`src/design/fspc_consts.vh`:
```
/*
 Constants for the flash self-programming control and lock block:
 register offsets, control field positions, command patterns, reset
 values and programming times.
 Assumes a 20 MHz system clock and a 32-bit APB register port.
*/
// Overview of operation
// - Ready interrupt while enabled, global enable, idle
// - Live-section busy set by live erase/write
// - Busy cleared by re-enable or buffer load
// - Signature arm: load returns signature, store ignored
// - Re-enable live section only when idle
// - Re-enable during fill discards buffer contents
// - Lock-set store programs boot lock bits
// - Lock-set bit clears on completion or timeout
// - Load after lock-set returns lock or fuse
// - Page write stores buffer to pointer page
// - Page write bit clears on completion or timeout
// - Stall CPU for halting-section erase/write
// - Page erase of pointer page, self-clearing
// - Enable alone loads buffer word from pair
// - Enable clears on store/timeout, held during operation
// - Only listed five-bit patterns take effect
// - Six lock bits, only chip erase restores
// - Memory lock modes restrict external programming
// - Application lock modes restrict store/load
// - Boot lock modes restrict store/load
// - Page number from pointer bits 16..8
// - Buffer word from pointer bits 7..1
// - Erase/write/lock-set lasts 3.7 to 4.5 ms
`ifndef FSPC_CONSTS_VH
`define FSPC_CONSTS_VH

// ==========================================================
// Register map
`define FSPC_ADDR_CTRL       8'h00
`define FSPC_ADDR_LOCK       8'h04
`define FSPC_ADDR_STATUS     8'h08

// ==========================================================
// Control field positions
`define FSPC_BIT_INT_EN      7
`define FSPC_BIT_LIVE_BUSY   6
`define FSPC_BIT_SIG_ARM     5
`define FSPC_BIT_REENABLE    4
`define FSPC_BIT_LOCK_SET    3
`define FSPC_BIT_PAGE_WRITE  2
`define FSPC_BIT_PAGE_ERASE  1
`define FSPC_BIT_STORE_EN    0

// ==========================================================
// Accepted low five bit patterns
`define FSPC_PAT_REENABLE    5'h11
`define FSPC_PAT_LOCK_SET    5'h09
`define FSPC_PAT_PAGE_WRITE  5'h05
`define FSPC_PAT_PAGE_ERASE  5'h03
`define FSPC_PAT_BUF_LOAD    5'h01

// ==========================================================
// Reset values, windows and halting-section start page
`define FSPC_LOCK_RESET      6'h3f
`define FSPC_STORE_WINDOW    3'h4
`define FSPC_LOAD_WINDOW     3'h3
`define FSPC_HALTING_SECTION_PAGE       9'h1e0

// ==========================================================
// Timing
`define FSPC_CLK_NS          50
`define FSPC_OP_MIN_NS       3700000
`define FSPC_OP_MAX_NS       4500000

`endif

```
`src/design/fspc_ctrl.v`:
```
/*
 Self-programming control and lock logic of an on-chip program flash:
 control/status register, store/load instruction windows, page buffer
 fill, page erase and write timing, lock bits and protection decode.
 Assumes the CPU presents one-cycle store/load strobes with pointer and
 working registers valid, and that the flash array acts on the pulses.
*/
// Chosen here: the APB interface to the registers and the placing of the registers.
`include "fspc_consts.vh"
`timescale 1ns/1ps
`default_nettype none

module fspc_ctrl #(
  parameter OP_CYCLES = (`FSPC_OP_MIN_NS + `FSPC_CLK_NS - 1) / `FSPC_CLK_NS
) (
  input  wire        clk,
  input  wire        rst,
  input  wire        ce,
  // APB slave
  input  wire        psel,
  input  wire        penable,
  input  wire        pwrite,
  input  wire [7:0]  paddr,
  input  wire [31:0] pwdata,
  output reg  [31:0] prdata,
  output reg         pready,
  output reg         pslverr,
  // CPU side
  input  wire        storeStrobe,
  input  wire        loadStrobe,
  input  wire [16:0] pointer,
  input  wire [7:0]  workLo,
  input  wire [7:0]  workHi,
  input  wire        globalIntEnable,
  input  wire        execInBoot,
  input  wire        vectorsInBoot,
  input  wire [8:0]  bootStartPage,
  input  wire [7:0]  fuseByte,
  input  wire [7:0]  signatureByte,
  input  wire        chipErase,
  output reg         readyIrq,
  output reg         cpuStall,
  output reg         liveBlocked,
  output reg  [7:0]  loadData,
  output reg         loadValid,
  // Flash array side
  output reg         bufWrite,
  output reg  [6:0]  bufWordAddr,
  output reg  [15:0] bufData,
  output reg         bufClear,
  output reg         flashErase,
  output reg         flashWrite,
  output reg  [8:0]  flashPage,
  // Protection
  output reg  [5:0]  lockBits,
  output reg         extProgBlocked,
  output reg         extVerifyBlocked,
  output reg         fuseLocked,
  output reg         bootLockFrozen,
  output reg         appWriteLocked,
  output reg         appReadLocked,
  output reg         bootWriteLocked,
  output reg         bootReadLocked,
  output reg         intDisable
);

  // ==========================================================
  // Operation kinds
  localparam [1:0] OP_NONE  = 2'h0;
  localparam [1:0] OP_ERASE = 2'h1;
  localparam [1:0] OP_WRITE = 2'h2;
  localparam [1:0] OP_LOCK  = 2'h3;

  // ==========================================================
  // State
  reg        intEn;
  reg        liveBusy;
  reg        sigArm;
  reg        reenable;
  reg        lockSet;
  reg        pageWrite;
  reg        pageErase;
  reg        storeEn;
  reg [2:0]  armCnt;
  reg [1:0]  opKind;
  reg [31:0] opTimer;
  reg        opLive;
  reg        filling;
  reg [5:0]  pendLock;

  wire       apbDone  = psel & penable & pready;
  wire       apbWr    = apbDone & pwrite;
  wire       ctrlWr   = apbWr & (paddr == `FSPC_ADDR_CTRL);
  wire [4:0] wPat     = pwdata[4:0];
  wire       opBusy   = (opKind != OP_NONE);
  wire       storeOk  = storeStrobe & storeEn & (armCnt != 3'h0) & ~opBusy;
  wire       loadOk   = loadStrobe & storeEn & ~opBusy
                        & (armCnt > (`FSPC_STORE_WINDOW - `FSPC_LOAD_WINDOW));
  wire [8:0] ptrPage  = pointer[16:8];
  wire       ptrBoot  = (ptrPage >= bootStartPage);
  wire       ptrLive  = (ptrPage < `FSPC_HALTING_SECTION_PAGE);
  wire [7:0] ctrlVal  = {intEn, liveBusy, sigArm, reenable, lockSet, pageWrite, pageErase, storeEn};

  // Programmed lock bit reads zero; write lock is the low bit of a pair
  function wrDenied;
    input       boot;
    input [5:0] lb;
    begin
      wrDenied = boot ? ~lb[4] : ~lb[2];
    end
  endfunction

  function validPat;
    input [4:0] p;
    begin
      validPat = (p == `FSPC_PAT_REENABLE) | (p == `FSPC_PAT_LOCK_SET)
               | (p == `FSPC_PAT_PAGE_WRITE) | (p == `FSPC_PAT_PAGE_ERASE)
               | (p == `FSPC_PAT_BUF_LOAD);
    end
  endfunction

  // ==========================================================
  // APB slave: one wait state, answer registered
  always @(posedge clk) begin
    if (rst) begin
      pready  <= 1'b0;
      pslverr <= 1'b0;
      prdata  <= 32'h0;
    end else if (ce) begin
      pready  <= psel & penable & ~pready;
      pslverr <= 1'b0;
      if (psel & penable & ~pready) begin
        case (paddr)
          `FSPC_ADDR_CTRL:   prdata <= {24'h0, ctrlVal};
          `FSPC_ADDR_LOCK:   prdata <= {24'h0, 2'h3, lockBits};
          `FSPC_ADDR_STATUS: prdata <= {28'h0, filling, cpuStall, opKind};
          default: begin
            prdata  <= 32'h0;
            pslverr <= 1'b1;
          end
        endcase
      end
    end
  end

  // ==========================================================
  // Control register, command windows and operations
  always @(posedge clk) begin
    if (rst) begin
      intEn      <= 1'b0;
      liveBusy   <= 1'b0;
      sigArm     <= 1'b0;
      reenable   <= 1'b0;
      lockSet    <= 1'b0;
      pageWrite  <= 1'b0;
      pageErase  <= 1'b0;
      storeEn    <= 1'b0;
      armCnt     <= 3'h0;
      opKind     <= OP_NONE;
      opTimer    <= 32'h0;
      opLive     <= 1'b0;
      filling    <= 1'b0;
      pendLock   <= `FSPC_LOCK_RESET;
      lockBits   <= `FSPC_LOCK_RESET;
      cpuStall   <= 1'b0;
      loadData   <= 8'h0;
      loadValid  <= 1'b0;
      bufWrite   <= 1'b0;
      bufWordAddr <= 7'h0;
      bufData    <= 16'h0;
      bufClear   <= 1'b0;
      flashErase <= 1'b0;
      flashWrite <= 1'b0;
      flashPage  <= 9'h0;
    end else if (ce) begin
      loadValid  <= 1'b0;
      bufWrite   <= 1'b0;
      bufClear   <= 1'b0;
      flashErase <= 1'b0;
      flashWrite <= 1'b0;

      if (opBusy) begin
        // Operation in flight: enable and command bit stay up
        if (opTimer == 32'h1) begin
          opKind    <= OP_NONE;
          storeEn   <= 1'b0;
          pageErase <= 1'b0;
          pageWrite <= 1'b0;
          lockSet   <= 1'b0;
          cpuStall  <= 1'b0;
          if (opKind == OP_LOCK)
            lockBits <= pendLock;
          if (opKind == OP_WRITE)
            filling <= 1'b0;
        end
        opTimer <= opTimer - 32'h1;
      end else if (storeOk) begin
        armCnt  <= 3'h0;
        storeEn <= 1'b0;
        sigArm  <= 1'b0;
        reenable <= 1'b0;
        if (sigArm) begin
          // Reserved signature mode: store does nothing
        end else if (reenable) begin
          liveBusy <= 1'b0;
        end else if (lockSet) begin
          pendLock <= lockBits & {workLo[5:2], 2'h3};
          opKind   <= OP_LOCK;
          opTimer  <= OP_CYCLES;
          storeEn  <= 1'b1;
        end else if (pageWrite | pageErase) begin
          if (wrDenied(ptrBoot, lockBits)) begin
            pageWrite <= 1'b0;
            pageErase <= 1'b0;
          end else begin
            opKind    <= pageWrite ? OP_WRITE : OP_ERASE;
            opTimer   <= OP_CYCLES;
            storeEn   <= 1'b1;
            flashPage <= ptrPage;
            flashWrite <= pageWrite;
            flashErase <= pageErase;
            liveBusy  <= ptrLive | liveBusy;
            cpuStall  <= ~ptrLive;
            opLive    <= ptrLive;
          end
        end else begin
          bufWrite    <= 1'b1;
          bufWordAddr <= pointer[7:1];
          bufData     <= {workHi, workLo};
          filling     <= 1'b1;
          liveBusy    <= 1'b0;
        end
      end else if (ctrlWr) begin
        intEn <= pwdata[`FSPC_BIT_INT_EN];
        if (validPat(wPat)) begin
          storeEn   <= 1'b1;
          armCnt    <= `FSPC_STORE_WINDOW;
          reenable  <= pwdata[`FSPC_BIT_REENABLE];
          lockSet   <= pwdata[`FSPC_BIT_LOCK_SET];
          pageWrite <= pwdata[`FSPC_BIT_PAGE_WRITE];
          pageErase <= pwdata[`FSPC_BIT_PAGE_ERASE];
          sigArm    <= pwdata[`FSPC_BIT_SIG_ARM] & (wPat == `FSPC_PAT_BUF_LOAD);
          if ((wPat == `FSPC_PAT_REENABLE) & filling) begin
            bufClear <= 1'b1;
            filling  <= 1'b0;
          end
        end
      end else if (loadOk & (sigArm | lockSet)) begin
        loadValid <= 1'b1;
        if (sigArm)
          loadData <= signatureByte;
        else if (pointer[0])
          loadData <= fuseByte;
        else
          loadData <= {2'h3, lockBits};
        armCnt  <= 3'h0;
        storeEn <= 1'b0;
        sigArm  <= 1'b0;
        lockSet <= 1'b0;
      end else if (storeEn & (armCnt != 3'h0)) begin
        armCnt <= armCnt - 3'h1;
        if (armCnt == 3'h1) begin
          storeEn   <= 1'b0;
          sigArm    <= 1'b0;
          reenable  <= 1'b0;
          lockSet   <= 1'b0;
          pageWrite <= 1'b0;
          pageErase <= 1'b0;
        end
      end else if (ctrlWr == 1'b0 && apbWr == 1'b0) begin
        armCnt <= armCnt;
      end

      // Interrupt-enable bit stays writable while a command runs
      if (opBusy & ctrlWr)
        intEn <= pwdata[`FSPC_BIT_INT_EN];

      // Chip erase is the only path back to unprogrammed lock bits
      if (chipErase & ~opBusy) begin
        lockBits <= `FSPC_LOCK_RESET;
        pendLock <= `FSPC_LOCK_RESET;
      end
    end
  end

  // ==========================================================
  // Registered status, interrupt and protection decode
  always @(posedge clk) begin
    if (rst) begin
      readyIrq         <= 1'b0;
      liveBlocked      <= 1'b0;
      extProgBlocked   <= 1'b0;
      extVerifyBlocked <= 1'b0;
      fuseLocked       <= 1'b0;
      bootLockFrozen   <= 1'b0;
      appWriteLocked   <= 1'b0;
      appReadLocked    <= 1'b0;
      bootWriteLocked  <= 1'b0;
      bootReadLocked   <= 1'b0;
      intDisable       <= 1'b0;
    end else if (ce) begin
      readyIrq         <= intEn & globalIntEnable & ~storeEn;
      liveBlocked      <= liveBusy;
      extProgBlocked   <= ~lockBits[0];
      fuseLocked       <= ~lockBits[0];
      extVerifyBlocked <= ~lockBits[0] & ~lockBits[1];
      bootLockFrozen   <= ~lockBits[0] & ~lockBits[1];
      appWriteLocked   <= ~lockBits[2];
      appReadLocked    <= ~lockBits[3] & execInBoot;
      bootWriteLocked  <= ~lockBits[4];
      bootReadLocked   <= ~lockBits[5] & ~execInBoot;
      intDisable       <= (~lockBits[3] & vectorsInBoot & ~execInBoot)
                        | (~lockBits[5] & ~vectorsInBoot & execInBoot);
    end
  end

endmodule // fspc_ctrl

`default_nettype wire

```
`config.mk`:
```
export PLATFORM = sky130hd
export DESIGN_NAME = fspc_ctrl
export DESIGN_NICKNAME = d
export VERILOG_FILES = /design/src/design/fspc_ctrl.v
export VERILOG_INCLUDE_DIRS = /design/src /design/src/design
export SDC_FILE = /design/constraint.sdc
export NUM_CORES = 1
export LEC_CHECK = 0
export ABC_AREA = 1
export BUFFER_PORTS_ARGS = -buffer_cell sky130_fd_sc_hd__clkbuf_2
export CORE_MARGIN = 5
export CORE_UTILIZATION = 36
export DETAILED_ROUTE_END_ITERATION = 6
export HOLD_SLACK_MARGIN = 0.05
export PLACE_DENSITY = 0.58
export SLEW_MARGIN = 20
export SYNTH_ARGS = -nofsm -noshare
export SYNTH_HDL_FRONTEND = slang
export SYNTH_SLANG_ARGS = --single-unit
```
`constraint.sdc`:
```
create_clock -name clk -period 4.8 [get_ports clk]
set_clock_uncertainty 0.1 [all_clocks]
set_input_delay 0.24 -clock clk [delete_from_list [all_inputs] [get_ports clk]]
set_output_delay 0.24 -clock clk [all_outputs]
set_load 0.02 [all_outputs]
```
==> summary.md <==
The count of maximum capacitance violations is 0, and the part of the power in the clock network is 0.498. Gates resized during post-CTS repair numbered 0. Global routing finished with a remaining overflow of 0.

The synthesized design spends more area on one cell type than any other, namely sky130_fd_sc_hd__dfxtp_1. The tools report the via count of the routed design as 7,039. In this design, the stage delay of the slowest critical-path cell is 0.79 ns.

The sequential fraction of the synthesis area was 0.362. Setup repair after global routing left no endpoint under its margin. The number of setup violations in the final report is 0, and the last weighted congestion value of the routability-driven placer is 0.869. In the post-synthesis netlist, the biggest area contributors are sky130_fd_sc_hd__dfxtp_1 (36%), sky130_fd_sc_hd__nand2_1 (11%), sky130_fd_sc_hd__a21oi_1 (8.0%).

For this block, the initial DRC count from the detailed router was 449. After clock tree synthesis, the clock-pin slew on the worst setup and hold paths is 0.06 ns. The worst setup path is captured at a register. For this run, the number of Yosys warnings is 0. For the maximum number of pins on one net before global-route repair, the log shows 66. The number of enable flip-flop cells after synthesis came out at 0.

The H-tree generated during clock tree synthesis spans 4 levels. The routed design has 20.4 mm of wire. The worst endpoint data arrival time was 3.70 ns.

The number of hold buffers added after CTS was 43. Critical path launch point: opKind[0]. In this run the remaining antenna-violating nets after routing total 0. From bottom edge to top edge, the die measures 147 um.

The flow ran to the end, and the final reports show no timing, DRC or antenna violations. Traced cell by cell, the critical path runs through nor2_4 > buf_4 > inv_2 > o21ai_1 > nor2_4 > nand3_2 > or2_1 > a21oi_1. The tools report the post-place setup slack as 1.37 ns.

The switching fraction of total power works out to 0.277. The startpoint identified for the worst register-to-register timing path is opKind[0]. The nature of the critical path startpoint was a register. Compared with the post-synthesis result, the final layout area differs by 26.7%. Clock tree synthesis selected as its root buffer the cell sky130_fd_sc_hd__clkbuf_16. The logs give 33.2 mm for the first-pass GRT wire length and 0.365 for the initial cell density of the core. After floorplanning, the core was divided into 50 placement rows. The first detailed-routing pass took 5 iterations. Internal power comes to 0.00180 W. In this run, CTS created clock tree buffers numbering 17. The fraction of registers with async set or reset after synthesis was 0.

After synthesis the cells add up to 6810 sq um. The tools report the switching power total as 0.000690 W. Yosys instantiated no cell more often than sky130_fd_sc_hd__nand2_1. In this run the standard cell core region covers 18,600 sq um. For the sequential group share of total power, the log shows 0.416. The post-synthesis area per instance is 6.78 sq um. Final setup slack of the worst path: 1.35 ns. In this run the count of I/O pins placed on the die edge is 207. The logs give 0 for the antenna cell count and 0 for the post-route DRC violation count. The ratio of routed vias to standard cells came out at 4.92. The die covers 21,800 sq um. The number of different library cells used by synthesis comes to 40.

The tools report the number of buffers on the longest clock path as 2. Subtracting the final worst setup slack from the clock period gives 3.45 ns. Cell class contributing the biggest share of worst-path delay: simple AND/OR/NAND/NOR gates. At the later pin of the worst-skew pair, clock insertion delay measures 0.42 ns. Power spread over the standard cell area amounts to 289 nW/um^2. For the pin with the worst max-slew slack, the measured transition is 1.02 ns.

After synthesis, the most frequently instantiated cells are sky130_fd_sc_hd__nand2_1 (195), sky130_fd_sc_hd__nor2_1 (132), sky130_fd_sc_hd__dfxtp_1 (123). The peak ir drop on the vdd network was 0.258 mV. The logs give 0 for the final max-slew violation count and 0.314 for the relative slew slack.

The critical path contains buffers and inverters numbering 2 combined. Once placement completed, the tool counted placed cells totaling 1,355. Classification of the worst setup path: reg2reg.

In this run the worst path has a maximum fanout of 40. The number of endpoints with negative hold slack in the final report is 0. By instance count, the cell type seen most on the critical path is sky130_fd_sc_hd__nor2_4. The period utilization was 0.719.

Fill cells in the final layout number 1,933. The count of non-filler cells in the finished layout is 1,430, and the clock sink count is 123. The die span in x works out to 147 um.

For this design the static power due to leakage is 4.12 nW. The layout cell share with drive strength beyond 1 works out to 0.187. The summed negative setup slack over all endpoints came out at 0 ns. At the worst endpoint, the required time is 5.05 ns. The area share of the largest cell type after synthesis came out at 0.362. The final layout contains 1,307 nets.

The most frequently used flop master after synthesis is sky130_fd_sc_hd__dfxtp_1. Maximum achievable frequency: 290 MHz. The tools report the combinational share of power as 0.086. The total power after layout is 0.00249 W. Dividing the detail-routed wire length by the instance count gives 14.2 um.

The post-CTS repair timing setup buffer count is 0. TritonCTS built the clock tree. The wire-length estimate of the detail-placed layout is 14.4 mm. The initial antenna violation count is 0, and the number of buffers inserted by port buffering is 157. Among all stages on the critical path, the largest delay is contributed by sky130_fd_sc_hd__nand3_2.

The combined global-route utilization of all metal layers is 0.186, and the number of global-route vias before repair is 6,508. The tools report the startpoint of the worst hold path as workLo[4]. The min-delay analysis places its worst path in the category in2reg. The tools report the number of cells produced by synthesis as 1,004. After synthesis the netlist holds a flip-flop and latch count of 123.
## cell usage in the layout, fill, tap and decap left out, types with 9 or more instances in the layout
| cell | n |
|---|---|
| sky130_fd_sc_hd__a21oi_1 | 109 |
| sky130_fd_sc_hd__a31oi_1 | 12 |
| sky130_fd_sc_hd__clkbuf_16 | 17 |
| sky130_fd_sc_hd__clkbuf_2 | 157 |
| sky130_fd_sc_hd__conb_1 | 24 |
| sky130_fd_sc_hd__dfxtp_1 | 123 |
| sky130_fd_sc_hd__dlygate4sd3_1 | 43 |
| sky130_fd_sc_hd__ha_1 | 14 |
| sky130_fd_sc_hd__inv_1 | 101 |
| sky130_fd_sc_hd__nand2_1 | 195 |
| sky130_fd_sc_hd__nand3_1 | 40 |
| sky130_fd_sc_hd__nand4_1 | 38 |
| sky130_fd_sc_hd__nor2_1 | 132 |
| sky130_fd_sc_hd__o211ai_1 | 12 |
| sky130_fd_sc_hd__o21ai_0 | 70 |
| sky130_fd_sc_hd__o21ai_1 | 9 |
| sky130_fd_sc_hd__xor2_1 | 17 |
## sequential cells by signal (all words and copies together), names as in the netlist, 2 cells and up
signal / flops
lockBits: 6
pendLock: 6
armCnt: 3
opTimer: 32
bufWordAddr: 7
loadData: 8
bufData: 16
prdata: 8
opKind: 2
flashPage: 9
## tightest hold or removal path: cells and delay by family
family	cells	cell delay, ns
compound gates	2	0.21
buf+inv	1	0.09
## through the flow
| step | hold slack, ns | utilization | instance area, sq um |
|---|---|---|---|
| after global routing | 0.0877 | 0.462 | 8620 |
| after global placement | 0.333 | 0.409 | 7620 |
| final | 0.0755 | 0.462 | 8620 |
| after CTS | 0.0667 | 0.462 | 8620 |
| after floorplan | 0.285 | - | 6890 |
| after detailed placement | 0.336 | 0.409 | 7620 |
## logic make-up after synthesis
kind of cell | Yosys count | synth area share
and+or+nand+nor | 441 | 0.285
buffers and inverters | 176 | 0.117
adders and majority gates | 14 | 0.0257
AOI/OAI and AO/OA | 225 | 0.178
xor gates and xnor gates | 24 | 0.0309
DFF | 123 | 0.362
other | 1 | 0.000551
## worst paths after layout
check | endpoint | slack (ns) | depth (start not counted)
max | opTimer[24] | 1.35 | 8
min | bufData[4] | 0.08 | 3
max reg2reg | opTimer[24] | 1.35 | 8
min reg2reg | bufData[2] | 0.34 | 2
## power by group through the flow
stage	clock network (W)	registers [W]	logic, W
finish	0.00124	0.00104	0.000214
global route	0.00133	0.00104	0.000238
CTS	0.00128	0.00104	0.000215
detailed placement	0	0.00106	0.000186
global placement	0	0.00106	0.000184
floorplan	0	0.00107	0.000120
## layer usage
layer,vias up,routed length (um),track usage
met2,181,9480,0.305
met1,3217,9550,0.248
met4,0,384,0.0596
met5,-,0,0
met3,26,963,0.0368
li1,3615,-,-
## area by class of cell
cell class                 count  area, sq um  share of cell area
multi-input combinational    728         3630               0.421
clock buffer                  17          425              0.0493
timing repair buffer         206         1260               0.146
inverter                     107          402              0.0466
sequential                   123         2460               0.286
clock inverter                15          149              0.0173
tap                          234          293              0.0340
No activity file was read; power rests on OpenSTA's default activity.
